## config.mk

```make
export PLATFORM = sky130hd
export DESIGN_NAME = rf_link_spi_master_setup
export DESIGN_NICKNAME = d
export VERILOG_FILES = /design/src/pkg/rf_link_pkg.sv /design/src/verilog/rf_link_spi_master_setup.sv /design/src/verilog/spi_shift_engine.sv
export SDC_FILE = /design/constraint.sdc
export NUM_CORES = 1
export LEC_CHECK = 0
export BUFFER_PORTS_ARGS = -buffer_cell sky130_fd_sc_hd__buf_4
export CAP_MARGIN = 10
export CORE_UTILIZATION = 25
export DETAILED_ROUTE_END_ITERATION = 10
export PLACE_DENSITY = 0.46
export SETUP_SLACK_MARGIN = 0.2
export SKIP_LAST_GASP = 1
export SLEW_MARGIN = 20
export SYNTH_ARGS = -nofsm -noshare
export SYNTH_HDL_FRONTEND = slang
export SYNTH_SLANG_ARGS = --single-unit
```

## constraint.sdc

```tcl
create_clock -name clk -period 2.9 [get_ports clk]
set_input_delay 0.58 -clock clk [delete_from_list [all_inputs] [get_ports clk]]
set_output_delay 0.58 -clock clk [all_outputs]
set_load 0.03 [all_outputs]
```

## src/pkg/rf_link_pkg.sv

```systemverilog
// Constants, types and helpers for the transceiver serial link controller
package rf_link_pkg;

  localparam int CLK_HZ = 20_000_000;
  localparam int SLAVE_MAX_HZ = 5_000_000;
  // Least shift clock period, rounded up to whole system clocks
  localparam int MIN_PERIOD_CYC = (CLK_HZ + SLAVE_MAX_HZ - 1) / SLAVE_MAX_HZ;

  localparam int DATA_W = 8;
  localparam int HALF_W = 5;

  localparam int SRC_HALF_DIV = 2;
  localparam int SRC_FULL_DIV = 1;
  localparam int RATE_DIV_1 = 1;
  localparam int RATE_DIV_4 = 4;
  localparam int RATE_DIV_16 = 16;

  // Word offsets on the register bus
  localparam logic [2:0] CTRL_OFS = 3'h0;
  localparam logic [2:0] TXDATA_OFS = 3'h1;
  localparam logic [2:0] RXDATA_OFS = 3'h2;
  localparam logic [2:0] STATUS_OFS = 3'h3;
  localparam logic [2:0] IRQ_STATUS_OFS = 3'h4;
  localparam logic [2:0] IRQ_CLEAR_OFS = 3'h5;
  localparam logic [2:0] IRQ_ENABLE_OFS = 3'h6;

  localparam logic [1:0] RATE_SLAVE = 2'h3;

  typedef struct packed {
    logic pin_irq_en;
    logic global_irq_en;
    logic int_active_high;
    logic host_sleep;
    logic xcvr_powerdown;
    logic xcvr_select;
    logic serial_bus_enable;
    logic pin_share_enable;
    logic hw_chip_select_enable;
    logic clock_polarity_sel;
    logic data_phase_sel;
    logic bit_order_sel;
    logic base_clock_source_sel;
    logic rate_mode_sel_hi;
    logic rate_mode_sel_lo;
  } ctrl_type;
  localparam int CTRL_W = 15;
  localparam logic [CTRL_W-1:0] CTRL_RESET = 15'h0000;

  typedef struct packed {
    logic cfg_error;
    logic wake;
    logic xcvr_int;
    logic xfer_done;
  } irq_type;
  localparam int IRQ_W = 4;
  localparam logic [IRQ_W-1:0] IRQ_RESET = 4'h0;

  typedef struct packed {
    logic int_level;
    logic cfg_legal;
    logic busy;
  } status_type;
  localparam int STATUS_W = 3;

  function automatic int period_cycles(input logic src_full, input logic [1:0] rate);
    int base;
    base = src_full ? SRC_FULL_DIV : SRC_HALF_DIV;
    unique case (rate)
      2'h0: return base * RATE_DIV_1;
      2'h1: return base * RATE_DIV_4;
      default: return base * RATE_DIV_16;
    endcase
  endfunction

  function automatic logic cfg_legal(input ctrl_type c);
    logic [1:0] rate;
    rate = {c.rate_mode_sel_hi, c.rate_mode_sel_lo};
    return (rate != RATE_SLAVE)
      && (period_cycles(c.base_clock_source_sel, rate) >= MIN_PERIOD_CYC)
      && c.bit_order_sel
      && c.data_phase_sel && c.clock_polarity_sel
      && !c.hw_chip_select_enable
      && c.pin_share_enable;
  endfunction

endpackage

```

## src/verilog/rf_link_spi_master_setup.sv

```systemverilog
// Host controller that sets up and drives the transceiver serial link
`timescale 1ns/1ps
`default_nettype none
module rf_link_spi_master_setup (
  input wire logic clk,
  input wire logic srst,
  input wire logic [2:0] avs_address,
  input wire logic avs_read,
  input wire logic avs_write,
  input wire logic [31:0] avs_writedata,
  output logic [31:0] avs_readdata,
  output logic avs_waitrequest,
  output logic irq,
  output logic sck,
  output logic mosi,
  input wire logic miso,
  output logic xcvr_select_n,
  input wire logic xcvr_int,
  output logic xcvr_powerdown,
  output logic host_sleep,
  output logic wake
);

  ////////////////////////////////////////////////////////////////////////
  // Register bus slave: one wait cycle, then the access completes
  logic ack_r;
  logic req;
  logic wr_go;
  logic [31:0] rd_word;
  logic [31:0] rdata_r;

  assign req = avs_read || avs_write;
  assign avs_waitrequest = req && !ack_r;
  assign wr_go = avs_write && ack_r;
  assign avs_readdata = rdata_r;

  logic wr_ctrl;
  logic wr_tx;
  logic wr_clr;
  logic wr_en;
  assign wr_ctrl = wr_go && (avs_address == rf_link_pkg::CTRL_OFS);
  assign wr_tx = wr_go && (avs_address == rf_link_pkg::TXDATA_OFS);
  assign wr_clr = wr_go && (avs_address == rf_link_pkg::IRQ_CLEAR_OFS);
  assign wr_en = wr_go && (avs_address == rf_link_pkg::IRQ_ENABLE_OFS);

  ////////////////////////////////////////////////////////////////////////
  // Pin synchronisers
  logic miso_m;
  logic miso_s;
  logic int_m;
  logic int_s;

  always_ff @(posedge clk) begin
    if (srst) begin
      miso_m <= 1'b0;
      miso_s <= 1'b0;
      int_m <= 1'b0;
      int_s <= 1'b0;
    end else begin
      miso_m <= miso;
      miso_s <= miso_m;
      int_m <= xcvr_int;
      int_s <= int_m;
    end
  end

  ////////////////////////////////////////////////////////////////////////
  // Control register with refusal of illegal settings
  rf_link_pkg::ctrl_type ctrl_r;
  rf_link_pkg::ctrl_type ctrl_nxt;
  rf_link_pkg::ctrl_type wd;
  logic ctrl_refused;
  logic busy;
  logic wake_evt;
  logic [1:0] wd_rate;
  logic rate_bad;
  logic setup_frozen;

  assign wd = rf_link_pkg::ctrl_type'(avs_writedata[rf_link_pkg::CTRL_W-1:0]);
  assign wd_rate = {wd.rate_mode_sel_hi, wd.rate_mode_sel_lo};
  assign setup_frozen = ctrl_r.serial_bus_enable && wd.serial_bus_enable;
  // Slave code, or a shift clock faster than the transceiver can follow
  assign rate_bad = (wd_rate == rf_link_pkg::RATE_SLAVE)
      || (rf_link_pkg::period_cycles(wd.base_clock_source_sel, wd_rate)
      < rf_link_pkg::MIN_PERIOD_CYC);

  always_comb begin
    ctrl_nxt = ctrl_r;
    ctrl_refused = 1'b0;
    if (wr_ctrl) begin
      ctrl_nxt = wd;
      if (setup_frozen) begin
        // Setup is frozen while the port runs; only the run-time bits move
        ctrl_nxt = ctrl_r;
        ctrl_nxt.xcvr_select = wd.xcvr_select;
        ctrl_nxt.xcvr_powerdown = wd.xcvr_powerdown;
        ctrl_nxt.host_sleep = wd.host_sleep;
        ctrl_nxt.int_active_high = wd.int_active_high;
        ctrl_nxt.global_irq_en = wd.global_irq_en;
        ctrl_nxt.pin_irq_en = wd.pin_irq_en;
      end else if (rate_bad) begin
        ctrl_nxt.rate_mode_sel_hi = ctrl_r.rate_mode_sel_hi;
        ctrl_nxt.rate_mode_sel_lo = ctrl_r.rate_mode_sel_lo;
        ctrl_nxt.base_clock_source_sel = ctrl_r.base_clock_source_sel;
        ctrl_refused = 1'b1;
      end
      if (ctrl_nxt.serial_bus_enable && !rf_link_pkg::cfg_legal(ctrl_nxt)) begin
        ctrl_nxt.serial_bus_enable = 1'b0;
        ctrl_refused = 1'b1;
      end
      if (busy && (wd.xcvr_select != ctrl_r.xcvr_select)) begin
        ctrl_nxt.xcvr_select = ctrl_r.xcvr_select;
        ctrl_refused = 1'b1;
      end
      if (ctrl_nxt.host_sleep && !ctrl_r.host_sleep && !ctrl_r.xcvr_powerdown) begin
        ctrl_nxt.host_sleep = 1'b0;
        ctrl_refused = 1'b1;
      end
      // Also catches one write that sets sleep and drops power-down together
      if (ctrl_nxt.host_sleep && !ctrl_nxt.xcvr_powerdown) begin
        ctrl_nxt.xcvr_powerdown = 1'b1;
        ctrl_refused = 1'b1;
      end
    end
    if (wake_evt) begin
      ctrl_nxt.host_sleep = 1'b0;
    end
  end

  ////////////////////////////////////////////////////////////////////////
  // Transfer start and shift engine
  logic start_ok;
  logic tx_refused;
  logic start;
  logic done;
  logic [rf_link_pkg::DATA_W-1:0] rx_data;
  logic [rf_link_pkg::HALF_W-1:0] half_m1;

  // A byte may only go out with the port enabled and the select held
  assign start_ok = ctrl_r.serial_bus_enable && ctrl_r.xcvr_select && !busy;
  assign start = wr_tx && start_ok;
  assign tx_refused = wr_tx && !start_ok;
  assign half_m1 = rf_link_pkg::HALF_W'(rf_link_pkg::period_cycles(
      ctrl_r.base_clock_source_sel, {ctrl_r.rate_mode_sel_hi, ctrl_r.rate_mode_sel_lo}) / 2 - 1);

  spi_shift_engine #(
    .WIDTH(rf_link_pkg::DATA_W),
    .CNT_W(rf_link_pkg::HALF_W)
  ) u_engine (
    .clk(clk),
    .srst(srst),
    .start(start),
    .tx_data(avs_writedata[rf_link_pkg::DATA_W-1:0]),
    .half_m1(half_m1),
    .miso_s(miso_s),
    .busy(busy),
    .done(done),
    .rx_data(rx_data),
    .sck(sck),
    .mosi(mosi)
  );

  ////////////////////////////////////////////////////////////////////////
  // Transceiver interrupt line: serviced or wake-up only
  logic int_active;
  logic int_d_r;
  logic int_rise;
  logic service;
  logic wake_r;

  assign int_active = ctrl_r.int_active_high ? int_s : !int_s;
  // Edges come from the raw line, so a polarity change or a line found
  // active at reset release is not taken for a request
  assign int_rise = ctrl_r.int_active_high ? (int_s && !int_d_r)
      : (!int_s && int_d_r);
  assign service = ctrl_r.global_irq_en && ctrl_r.pin_irq_en;
  assign wake_evt = int_rise && !service;

  ////////////////////////////////////////////////////////////////////////
  // Event status, enable and clear
  rf_link_pkg::irq_type ist_r;
  rf_link_pkg::irq_type ist_set;
  logic [rf_link_pkg::IRQ_W-1:0] ist_nxt;
  logic [rf_link_pkg::IRQ_W-1:0] ien_r;
  logic [rf_link_pkg::IRQ_W-1:0] clr_mask;

  assign ist_set.xfer_done = done;
  assign ist_set.xcvr_int = int_rise && service;
  assign ist_set.wake = wake_evt;
  assign ist_set.cfg_error = ctrl_refused || tx_refused;
  assign clr_mask = wr_clr ? avs_writedata[rf_link_pkg::IRQ_W-1:0] : '0;
  // A set arriving with its clear survives
  assign ist_nxt = (ist_r & ~clr_mask) | ist_set;
  assign irq = |(ist_r & ien_r);

  ////////////////////////////////////////////////////////////////////////
  // Read data selection
  rf_link_pkg::status_type status;
  assign status.int_level = int_active;
  assign status.cfg_legal = rf_link_pkg::cfg_legal(ctrl_r);
  assign status.busy = busy;

  always_comb begin
    rd_word = '0;
    unique case (avs_address)
      rf_link_pkg::CTRL_OFS: rd_word[rf_link_pkg::CTRL_W-1:0] = ctrl_r;
      rf_link_pkg::RXDATA_OFS: rd_word[rf_link_pkg::DATA_W-1:0] = rx_data;
      rf_link_pkg::STATUS_OFS: rd_word[rf_link_pkg::STATUS_W-1:0] = status;
      rf_link_pkg::IRQ_STATUS_OFS: rd_word[rf_link_pkg::IRQ_W-1:0] = ist_r;
      rf_link_pkg::IRQ_ENABLE_OFS: rd_word[rf_link_pkg::IRQ_W-1:0] = ien_r;
      default: rd_word = '0;
    endcase
  end

  ////////////////////////////////////////////////////////////////////////
  // State registers
  always_ff @(posedge clk) begin
    if (srst) begin
      ack_r <= 1'b0;
      rdata_r <= '0;
      ctrl_r <= rf_link_pkg::CTRL_RESET;
      ist_r <= rf_link_pkg::IRQ_RESET;
      ien_r <= rf_link_pkg::IRQ_RESET;
      int_d_r <= 1'b0;
      wake_r <= 1'b0;
    end else begin
      ack_r <= req && !ack_r;
      if (avs_read && !ack_r) begin
        rdata_r <= rd_word;
      end
      ctrl_r <= ctrl_nxt;
      ist_r <= ist_nxt;
      if (wr_en) begin
        ien_r <= avs_writedata[rf_link_pkg::IRQ_W-1:0];
      end
      int_d_r <= int_s;
      wake_r <= wake_evt;
    end
  end

  // Software owns the select; the hardware select pin stays a plain output
  assign xcvr_select_n = !ctrl_r.xcvr_select;
  assign xcvr_powerdown = ctrl_r.xcvr_powerdown;
  assign host_sleep = ctrl_r.host_sleep;
  assign wake = wake_r;

endmodule // rf_link_spi_master_setup
`default_nettype wire

```

## src/verilog/spi_shift_engine.sv

```systemverilog
// Byte shifter driving the transceiver clock and data pins
`timescale 1ns/1ps
`default_nettype none
module spi_shift_engine #(
  parameter int WIDTH = 8,
  parameter int CNT_W = 5
) (
  input wire logic clk,
  input wire logic srst,
  input wire logic start,
  input wire logic [WIDTH-1:0] tx_data,
  input wire logic [CNT_W-1:0] half_m1,
  input wire logic miso_s,
  output logic busy,
  output logic done,
  output logic [WIDTH-1:0] rx_data,
  output logic sck,
  output logic mosi
);
  localparam int BIT_W = $clog2(WIDTH);

  typedef enum logic [1:0] {
    IDLE = 2'b00,
    LOW = 2'b01,
    HIGH = 2'b10
  } eng_state_type;

  eng_state_type state_r;
  logic [CNT_W-1:0] cnt_r;
  logic [BIT_W-1:0] bit_r;
  logic [WIDTH-1:0] sh_r;
  logic [WIDTH-1:0] rx_r;
  logic sck_r;
  logic mosi_r;
  logic done_r;
  logic tick;
  logic [WIDTH-1:0] sh_in;

  assign tick = (cnt_r == '0);
  // Sampled at the trailing end of the high half: the synchroniser lag then
  // still lands after the rising edge, so the bit seen is the settled one
  assign sh_in = {sh_r[WIDTH-2:0], miso_s};
  assign busy = (state_r != IDLE);
  assign done = done_r;
  assign rx_data = rx_r;
  assign sck = sck_r;
  assign mosi = mosi_r;

  ////////////////////////////////////////////////////////////////////////
  always_ff @(posedge clk) begin
    if (srst) begin
      state_r <= IDLE;
      cnt_r <= '0;
      bit_r <= '0;
      sh_r <= '0;
      rx_r <= '0;
      sck_r <= 1'b1;
      mosi_r <= 1'b0;
      done_r <= 1'b0;
    end else begin
      done_r <= 1'b0;
      unique case (state_r)
        IDLE: begin
          if (start) begin
            sh_r <= tx_data;
            mosi_r <= tx_data[WIDTH-1];
            sck_r <= 1'b0;
            cnt_r <= half_m1;
            bit_r <= BIT_W'(WIDTH - 1);
            state_r <= LOW;
          end
        end
        LOW: begin
          if (tick) begin
            sck_r <= 1'b1;
            cnt_r <= half_m1;
            state_r <= HIGH;
          end else begin
            cnt_r <= cnt_r - 1'b1;
          end
        end
        HIGH: begin
          if (!tick) begin
            cnt_r <= cnt_r - 1'b1;
          end else if (bit_r == '0) begin
            rx_r <= sh_in;
            done_r <= 1'b1;
            state_r <= IDLE;
          end else begin
            sh_r <= sh_in;
            mosi_r <= sh_r[WIDTH-2];
            sck_r <= 1'b0;
            bit_r <= bit_r - 1'b1;
            cnt_r <= half_m1;
            state_r <= LOW;
          end
        end
        default: state_r <= IDLE;
      endcase
    end
  end

endmodule // spi_shift_engine
`default_nettype wire

```

==> metrics.md, run 1 <==
| Metric | Value |
|---|---|
| Status | finished clean |
| Crit path from | u_engine.cnt_r[0]$_SDFFE_PP0P_ |
| Die area | 14600 um^2 |
| Worst r2r path cells | 8 |
| Hold_buf cts | 0 |
| Via count | 2926 |
| Setup TNS | 0 ns |
| Post-CTS setup buffer count | 0 |
| Largest net degree at the start of global routing | 76 |
| RR Endpoint | u_engine.bit_r[1]$_SDFFE_PP0P_ |
| Htree depth | 3 |
| Seq/Total Area, Yosys | 41.4% |
| Crit share post-route | 80.1% |
| Hold_ws | 0.440 ns |
| Hold Path End | ist_r[0]$_SDFF_PP0_ |
| Inserted Clock Buffers | 9 |
| Final Slew Violations | 0 |
| RR Startpoint | u_engine.cnt_r[0]$_SDFFE_PP0P_ |
| HP Start | u_engine.done$_SDFF_PP0_ |
| Drt drc | 0 |
| Starting Density | 25.5% |
| Hold Path Class | reg2reg |
| LEAKAGE | 1.66 nW |
| Crit-path slowest cell | or4b_1 |
| Share of cells above drive strength 1 | 17.1% |
| Area grow syn2layout | 22.0% |
| WL per Instance | 13.9 um |
| Core Area | 13800 um^2 |
| Area of placed instances | 3990 um^2 |
| Clk_lat worst skew | 0.33 ns |
| Vias/cell | 4.60 |
| Synthesized area | 3530 um^2 |
| Share of flip-flops with an asynchronous set or reset | 0% |
| I/O pin cnt | 81 |
| Final Setup Violations | 0 |
| Reg2Reg Setup Slack | 0.58 ns |
| Slew @ Worst Pin | 0.824 ns |
| Bufs and invs on worst path | 2 |
| Root Buffer | clkbuf_16 |
| Final hold viol count | 0 |
| DRT iter0 DRCs | 129 |
| Pwr dens | 552 nW/um^2 |
| GRT Residual Overflow | 0 |
| CP endpoint kind | register |
| Pre-antenna DRT Iters | 4 |
| Netlist cell types | 53 |
| Routed WL | 8.87 mm |
| Die Width | 121 um |
| Max Cap Violations | 0 |
| Longest Clk Path Bufs | 2 |
| DP HPWL | 6.36 mm |
| EDFF count, synth | 0 |
| Crit-path leading delay family | simple AND/OR/NAND/NOR gates |
| Post-Syn Instances | 412 |
| CP max FO | 20 |
| CTS tree | yes |
| Synthesized area per cell | 8.57 um^2 |
| Post-synthesis sequential element count | 73 |
| First-pass GRT wire length | 14.5 mm |
| Total power | 2.38 mW |
| Worst IR drop on VDD | 0.275 mV |
| PostCTS Resize Cnt | 0 |
| Crit-path cells | inv_1 -> ha_1 -> or4b_1 -> o21ai_1 -> a21boi_1 -> buf_4 -> nor2_1 -> a311oi_1 |
| Startpoint Class | register |
| Critical Path Stages | 8 |
| Max incr delay on CP | 0.70 ns |
| Die height | 121 um |
| Clock sinks | 73 |
| Clock-pin slew on the worst setup and hold paths | 0.06 ns |
| Fmax | 0.430 GHz |
| Worst path required time | 3.14 ns |
| Pre-CTS setup slack | 0.475 ns |
| Initial antenna violation count | 0 |
| Crit path DAT | 2.56 ns |
| Prevailing post-synth register cell | dfxtp_1 |
| Gpl congestion | 0.834 |
| Crit Path Class | reg2reg |
| Yosys Warn Count | 0 |
| Port bufs | 46 |
| Rel. slew slack | 45.0% |
| Routed Antenna Nets | 0 |
| Tmin final | 2.32 ns |
| Total Nets Final | 502 |
| RSZ-0062 raised after global routing | false |
| Cell area after layout | 4310 um^2 |
| Setup Skew | 0.00617 ns |
| Cell Rows | 43 |
| Number of global-route vias before repair | 2833 |
| Antenna diodes | 0 |
| Gr usage total | 12.8% |
| Hold depth | 2 |
| Post-route setup slack | 0.576 ns |
[final cells by class]
type / count / area, um^2
clock buffers: 10 / 239
repair buffers: 51 / 383
flip-flops and latches: 73 / 1460
inverters: 14 / 52.6
well taps: 180 / 225
multi-input cells: 303 / 1870
clock inverters: 5 / 80.1
fillers: 1473 / 9520
[logic make-up (layout without fill, tap and decap cells)]
logic type               after synthesis  in the layout  share of synthesized area (%)
AO/OA/AOI/OAI                         90             90                           16.1
XOR/XNOR                               5              5                           1.24
adder cells (fa/ha/maj)                9              9                           3.19
buffers and inverters                 52             80                           7.44
flip-flops                            73             73                           41.4
multiplexers                          28             28                           9.14
other                                  1             17                          0.106
AND/OR/NAND/NOR                      154            154                           21.4
[synth_stat cells (all sizes together) (11+ instances only)]
library cell	count	area (um^2)
nor3	15	75.1
buf	21	146
nor2	64	248
a211oi	11	82.6
mux2i	21	210
clkbuf	17	63.8
dfxtp	73	1460
o21ai	15	75.1
a21oi	30	150
inv	14	52.6
nand2	26	97.6
a22oi	14	105
[state kept, by name, summed over array words and instances (netlist names)]
signal / flops
ack_r: 1
avs_readdata: 15
ctrl_r: 13
host_sleep: 1
ien_r: 4
int_d_r: 1
int_m: 1
int_s: 1
ist_r: 4
miso_m: 1
miso_s: 1
u_engine.bit_r: 3
u_engine.cnt_r: 5
u_engine.done: 1
u_engine.mosi: 1
u_engine.rx_data: 8
u_engine.sck: 1
u_engine.sh_r: 7
u_engine.state_r: 2
wake: 1
xcvr_powerdown: 1
[worst reg2reg max path, stage by stage (launching register included)]
cell and delay (ns):
dfxtp_1 0.33, inv_1 0.06, ha_1 0.17, or4b_1 0.70, o21ai_1 0.25, a21boi_1 0.19, buf_4 0.25, nor2_1 0.06
a311oi_1 0.22
[layer usage]
| layer | GRT usage (%) | vias to the layer above | routed length [um] | part of all wire, % |
|---|---|---|---|---|
| met1 | 17.0 | 1371 | 4250 | 48 |
| met5 | 0 | - | 0 | 0 |
| li1 | - | 1488 | - | - |
| met2 | 20.8 | 58 | 4160 | 47 |
| met3 | 2.16 | 9 | 343 | 3.9 |
| met4 | 4.71 | 0 | 116 | 1.3 |
[where the power goes]
part | total (mW) | leakage, nW | switching [mW] | internal, mW
Clock | 1.19 | 0.151 | 0.422 | 0.770
Sequential | 1.02 | 0.590 | 0.00808 | 1.01
Combinational | 0.164 | 0.923 | 0.111 | 0.0527
[per-stage QoR]
step / std cells / util (%)
3_5_place_dp: 621 / 28.9
2_1_floorplan: 428 / -
5_1_grt: 636 / 31.2
4_1_cts: 636 / 31.2
3_3_place_gp: 621 / 28.9
6_report: 636 / 31.2
[worst max-delay path by stage]
stage | endpoint | slack (ns)
final | u_engine.bit_r[1]$_SDFFE_PP0P_ | 0.58
after CTS | u_engine.cnt_r[1]$_SDFFE_PP0P_ | 0.58
after detailed placement | u_engine.cnt_r[0]$_SDFFE_PP0P_ | 0.47
after floorplan | u_engine.cnt_r[0]$_SDFFE_PP0P_ | 0.82
after global routing | u_engine.bit_r[1]$_SDFFE_PP0P_ | 0.35
after global placement | u_engine.cnt_r[0]$_SDFFE_PP0P_ | 0.50
[layout by cell type (no fill, tap or decap), drive strengths merged, types with 10 or more instances in the layout]
cell type and count:
nand3 10, a211oi 11, nor2 64, buf 51, inv 14, clkbuf 10
nand2 26, mux2i 21, o21ai 15, a21oi 30, a22oi 14, nor3 15
dfxtp 73, conb 17
Note: power is estimated with default switching activity, not from simulation.
==> run 2, diff against run 1 <==
--- a/config.mk
+++ b/config.mk
@@ -9,7 +9,7 @@
 export CAP_MARGIN = 10
 export CORE_UTILIZATION = 25
 export DETAILED_ROUTE_END_ITERATION = 10
-export PLACE_DENSITY = 0.46
+export PLACE_DENSITY = 0.48
 export SETUP_SLACK_MARGIN = 0.2
 export SKIP_LAST_GASP = 1
 export SLEW_MARGIN = 20
==> constraint.sdc (replaced) <==
create_clock -name clk -period 2 [get_ports clk]
set_input_delay 0.4 -clock clk [delete_from_list [all_inputs] [get_ports clk]]
set_output_delay 0.4 -clock clk [all_outputs]
set_load 0.03 [all_outputs]
==> metrics.md, run 2 (same netlist as run 1, synthesis figures left out) <==
| Metric | Value |
|---|---|
| Clock sinks | 73 |
| DP HPWL | 6.84 mm |
| CP endpoint kind | register |
| Hold_ws | 0.276 ns |
| GRT Residual Overflow | 0 |
| Routed WL | 9.70 mm |
| Status | finished clean |
| Max incr delay on CP | 0.40 ns |
| Core Area | 13800 um^2 |
| Starting Density | 25.5% |
| Post-route setup slack | 0.0399 ns |
| Metal3 WL | 358 um |
| Startpoint Class | register |
| Crit-path cells | inv_2 -> ha_4 -> nand3_4 -> or3_4 -> a211o_4 -> buf_4 -> buf_4 -> a211oi_1 |
| Die height | 121 um |
| Tmin final | 1.96 ns |
| Flop pwr share | 43.6% |
| Port bufs | 46 |
| Fmax | 0.510 GHz |
| Initial antenna violation count | 0 |
| Clock Power Share | 48.8% |
| Clock-pin slew on the worst setup and hold paths | 0.05 ns |
| Routed Antenna Nets | 0 |
| Gpl congestion | 0.790 |
| Crit Path Class | reg2reg |
| Vias/cell | 4.61 |
| HP Start | xcvr_int |
| Internal power | 2.63 mW |
| First-pass GRT wire length | 15.4 mm |
| Antenna diodes | 0 |
| Die area | 14600 um^2 |
| Switching share of power | 22.6% |
| Hold Path Class | in2reg |
| CP max FO | 3 |
| I/O pin cnt | 81 |
| WL per Instance | 14.4 um |
| Final Slew Violations | 0 |
| Max Cap Violations | 0 |
| Largest net degree at the start of global routing | 68 |
| Total Nets Final | 538 |
| Crit-path slowest cell | or3_4 |
| Via count | 3105 |
| Longest Clk Path Bufs | 2 |
| LEAKAGE | 1.88 nW |
| Inserted Clock Buffers | 9 |
| Combinational share of power | 7.6% |
| Crit path DAT | 2.19 ns |
| Routed wire length on met2 | 4.74 mm |
| Final hold viol count | 0 |
| Area of placed instances | 4230 um^2 |
| Most frequent cells in the layout | buf_4, dfxtp_1, nor2_1, a21oi_1, nand2_1 |
| Root Buffer | clkbuf_16 |
| Share of cells above drive strength 1 | 28.8% |
| Worst path required time | 2.23 ns |
| Cell Rows | 43 |
| Highest metal used | met4 |
| Slew @ Worst Pin | 0.770 ns |
| Crit share post-route | 98.0% |
| Pwr dens | 714 nW/um^2 |
| Most common cell after layout, fill and taps aside | buf_4 |
| Max reg flops | 15 |
| Pre-antenna DRT Iters | 5 |
| DRT iter0 DRCs | 120 |
| Drt drc | 0 |
| Number of global-route vias before repair | 3047 |
| Htree depth | 3 |
| Pre-CTS setup slack | -0.0365 ns |
| Crit path from | u_engine.state_r[1]$_SDFFE_PP0P_ |
| Rel. slew slack | 48.7% |
| RR Startpoint | u_engine.state_r[1]$_SDFFE_PP0P_ |
| Setup Skew | 0.00579 ns |
| CTS tree | yes |
| WL met1 | 4.43 mm |
| Psw | 0.769 mW |
| Most common cell on crit path | buf_4 |
| Die Width | 121 um |
| Final Setup Violations | 0 |
| RSZ-0062 raised after global routing | true |
| Area grow syn2layout | 34.6% |
| Gr usage total | 13.7% |
| Cell area after layout | 4760 um^2 |
| Worst IR drop on VDD | 0.320 mV |
| Clk_lat worst skew | 0.33 ns |
==> run 2: layout make-up <==
type	instances	area [um^2]
Tap cell	180	225
Timing Repair Buffer	87	699
Fill cell	1431	9070
Inverter	14	52.6
Multi-Input combinational cell	303	2000
Clock inverter	2	35.0
Clock buffer	14	274
Sequential cell	73	1470
==> run 2: metrics by stage <==
step	setup TNS (ns)	util, %	power [mW]	cells
3_3_place_gp	0	30.6	1.77	647
4_1_cts	-0.00715	33.8	3.46	672
6_report	0	34.4	3.40	673
3_5_place_dp	-0.0945	30.6	1.77	647
2_1_floorplan	0	-	1.69	428
5_1_grt	-0.119	34.4	3.54	673
==> run 2: path summary, 6_finish.rpt <==
path         slack, ns                        endpoint  cells past startpoint
min               0.28                int_m$_SDFF_PP0_                      2
max reg2reg       0.04  u_engine.cnt_r[1]$_SDFFE_PP0P_                      8
min reg2reg       0.44                int_s$_SDFF_PP0_                      1
max               0.04  u_engine.cnt_r[1]$_SDFFE_PP0P_                      8
==> run 2: power by group through the flow <==
stage	logic [mW]	clock network, mW	registers, mW
5_1_grt	0.281	1.78	1.48
3_5_place_dp	0.259	0	1.51
2_1_floorplan	0.169	0	1.52
6_report	0.259	1.66	1.48
4_1_cts	0.260	1.72	1.48
3_3_place_gp	0.259	0	1.51
==> run 2: what timing repair did <==
action,4_1_cts,5_1_grt
setup buffers,8,1
resized for setup,21,17
endpoints found under the setup margin,20,22
gates cloned,1,0
pin swaps,13,11
hold buffers,0,0
==> run 2: routing by layer <==
layer	track usage, %	vias to the layer above
met5	0	-
met4	5.40	0
met3	3.81	11
met2	22.8	53
met1	16.6	1473
li1	-	1568
==> run 2: critical path: cells and delay by family, from the launching register on <==
kind	cells	cell delay (ns)
fa+ha+maj	1	0.17
buf+inv	3	0.33
compound gates	2	0.57
flops	1	0.32
simple gates	2	0.47
==> run 3, diff against run 2 <==
--- a/config.mk
+++ b/config.mk
@@ -7,6 +7,7 @@
 export LEC_CHECK = 0
 export BUFFER_PORTS_ARGS = -buffer_cell sky130_fd_sc_hd__buf_4
 export CAP_MARGIN = 10
+export CORE_ASPECT_RATIO = 1.25
 export CORE_UTILIZATION = 25
 export DETAILED_ROUTE_END_ITERATION = 10
 export PLACE_DENSITY = 0.48
==> metrics.md, run 3 (same netlist as run 1, synthesis figures left out) <==
| Metric | Value |
|---|---|
| Hold Path Class | in2reg |
| Reg2Reg Setup Slack | 0.06 ns |
| Root Buffer | clkbuf_16 |
| Core Area | 13800 um^2 |
| Max incr delay on CP | 0.52 ns |
| Most common cell after layout, fill and taps aside | buf_4 |
| Rel. slew slack | 59.2% |
| Drt drc | 0 |
| Worst IR drop on VDD | 0.447 mV |
| Bufs and invs on worst path | 2 |
| Htree depth | 3 |
| Hold_buf cts | 0 |
| Slew @ Worst Pin | 0.612 ns |
| Cell Rows | 48 |
| Initial antenna violation count | 0 |
| CTS tree | yes |
| Vias/cell | 4.68 |
| Antenna diodes | 0 |
| Crit-path leading delay family | simple AND/OR/NAND/NOR gates |
| Tmin final | 1.94 ns |
| Routed Antenna Nets | 0 |
| Routed WL | 9.82 mm |
| Worst r2r path cells | 8 |
| RR Startpoint | u_engine.cnt_r[1]$_SDFFE_PP0P_ |
| Hold depth | 2 |
| Pwr dens | 749 nW/um^2 |
| Worst path required time | 2.20 ns |
| DRT iter0 DRCs | 116 |
| Status | finished clean |
| Total power | 3.60 mW |
| Port bufs | 46 |
| Largest net degree at the start of global routing | 56 |
| Gr usage total | 14.1% |
| Most frequent cells in the layout | buf_4, dfxtp_1, nor2_1, a21oi_1, nand2_1 |
| GRT Residual Overflow | 0 |
| First-pass GRT wire length | 15.6 mm |
| Max reg flops | 15 |
| I/O pin cnt | 81 |
| Startpoint Class | register |
| Crit path DAT | 2.14 ns |
| Gpl congestion | 0.779 |
| DP HPWL | 7.15 mm |
| WL per Instance | 14.6 um |
| Clock sinks | 73 |
| Number of global-route vias before repair | 3071 |
| Max Cap Violations | 0 |
| CP endpoint kind | register |
| Total Nets Final | 541 |
| Final Slew Violations | 0 |
| Pre-CTS setup slack | -0.0722 ns |
| Hold_ws | 0.279 ns |
| Clk_lat worst skew | 0.34 ns |
| Post-route setup slack | 0.0612 ns |
| Crit-path slowest cell | or4b_4 |
| RSZ-0062 raised after global routing | true |
| Area grow syn2layout | 36.2% |
| Final Setup Violations | 0 |
| Inserted Clock Buffers | 9 |
| Starting Density | 25.6% |
| Pre-antenna DRT Iters | 4 |
| Finished Core Util | 34.8% |
| Longest Clk Path Bufs | 2 |
| Via count | 3139 |
| LEAKAGE | 1.92 nW |
| Crit Path Class | reg2reg |
| Clock-pin slew on the worst setup and hold paths | 0.06 ns |
| Die height | 135 um |
| Crit share post-route | 96.9% |
| Final hold viol count | 0 |
| Die Width | 108 um |
| Hold Path End | int_m$_SDFF_PP0_ |
| RR Endpoint | u_engine.bit_r[0]$_SDFFE_PP0P_ |
| HP Start | xcvr_int |
| Die area | 14600 um^2 |
| Fmax | 0.516 GHz |
| CP max FO | 6 |
| Crit-path cells | inv_2 -> ha_4 -> or4b_4 -> o21ai_4 -> a21boi_4 -> buf_6 -> and3_1 -> nor3_1 |
| Setup Skew | 0.00757 ns |
| Share of cells above drive strength 1 | 29.6% |
run 3: cell count changes in the layout (fill, tap and decap cells not counted), sizes merged:
cell    before  now
buf         87   90
clkinv       1    3
clkbuf      14   10
bufinv       1    3
run 3: worst reg2reg max path, cell delays in order, from the launching register on:
cell      delay (ns)
dfxtp_2         0.32
inv_2           0.07
ha_4            0.14
or4b_4          0.52
o21ai_4         0.16
a21boi_4        0.23
buf_6           0.15
and3_1          0.16
nor3_1          0.05
run 3: per-stage QoR:
step	setup TNS (ns)	cell area [um^2]	instances
3_3_place_gp	-0.0408	4240	644
3_5_place_dp	-0.327	4240	644
2_1_floorplan	0	3630	428
4_1_cts	0	4760	670
6_report	0	4810	671
5_1_grt	-0.0807	4810	671
run 3: worst max path at each step:
stage / end / depth (start not counted) / start
floorplan: u_engine.cnt_r[0]$_SDFFE_PP0P_ / 8 / u_engine.state_r[1]$_SDFFE_PP0P_
global placement: u_engine.bit_r[0]$_SDFFE_PP0P_ / 8 / u_engine.cnt_r[1]$_SDFFE_PP0P_
detailed placement: u_engine.bit_r[1]$_SDFFE_PP0P_ / 8 / u_engine.cnt_r[1]$_SDFFE_PP0P_
CTS: u_engine.cnt_r[0]$_SDFFE_PP0P_ / 7 / u_engine.state_r[0]$_SDFFE_PP0P_
global route: u_engine.sh_r[3]$_SDFFE_PP0P_ / 8 / u_engine.cnt_r[1]$_SDFFE_PP0P_
finish: u_engine.bit_r[0]$_SDFFE_PP0P_ / 8 / u_engine.cnt_r[1]$_SDFFE_PP0P_
run 3: layout make-up:
class | count | area, um^2
clock buffers | 10 | 239
well taps | 175 | 219
multi-input cells | 303 | 2010
fillers | 1465 | 9000
repair buffers | 90 | 724
inverters | 14 | 52.6
clock inverters | 6 | 105
flip-flops and latches | 73 | 1470
run 3: per-layer routing:
metal / vias to the layer above / wire (um) / GRT usage [%]
li1: 1569 / - / -
met3: 14 / 322 / 2.94
met4: 0 / 195 / 6.46
met1: 1499 / 4220 / 16.4
met5: - / 0 / 0
met2: 57 / 5090 / 24.5
run 3: what timing repair did:
action | in CTS | in global routing
cloned | 1 | 0
resized for setup | 25 | 11
endpoints found under the setup margin | 22 | 24
pin swaps | 18 | 7
setup buffers | 9 | 1
run 3: power by group:
group	internal, mW	switching [mW]
sequential	1.47	0.00975
combinational	0.0912	0.172
clock	1.25	0.615
total	2.81	0.796
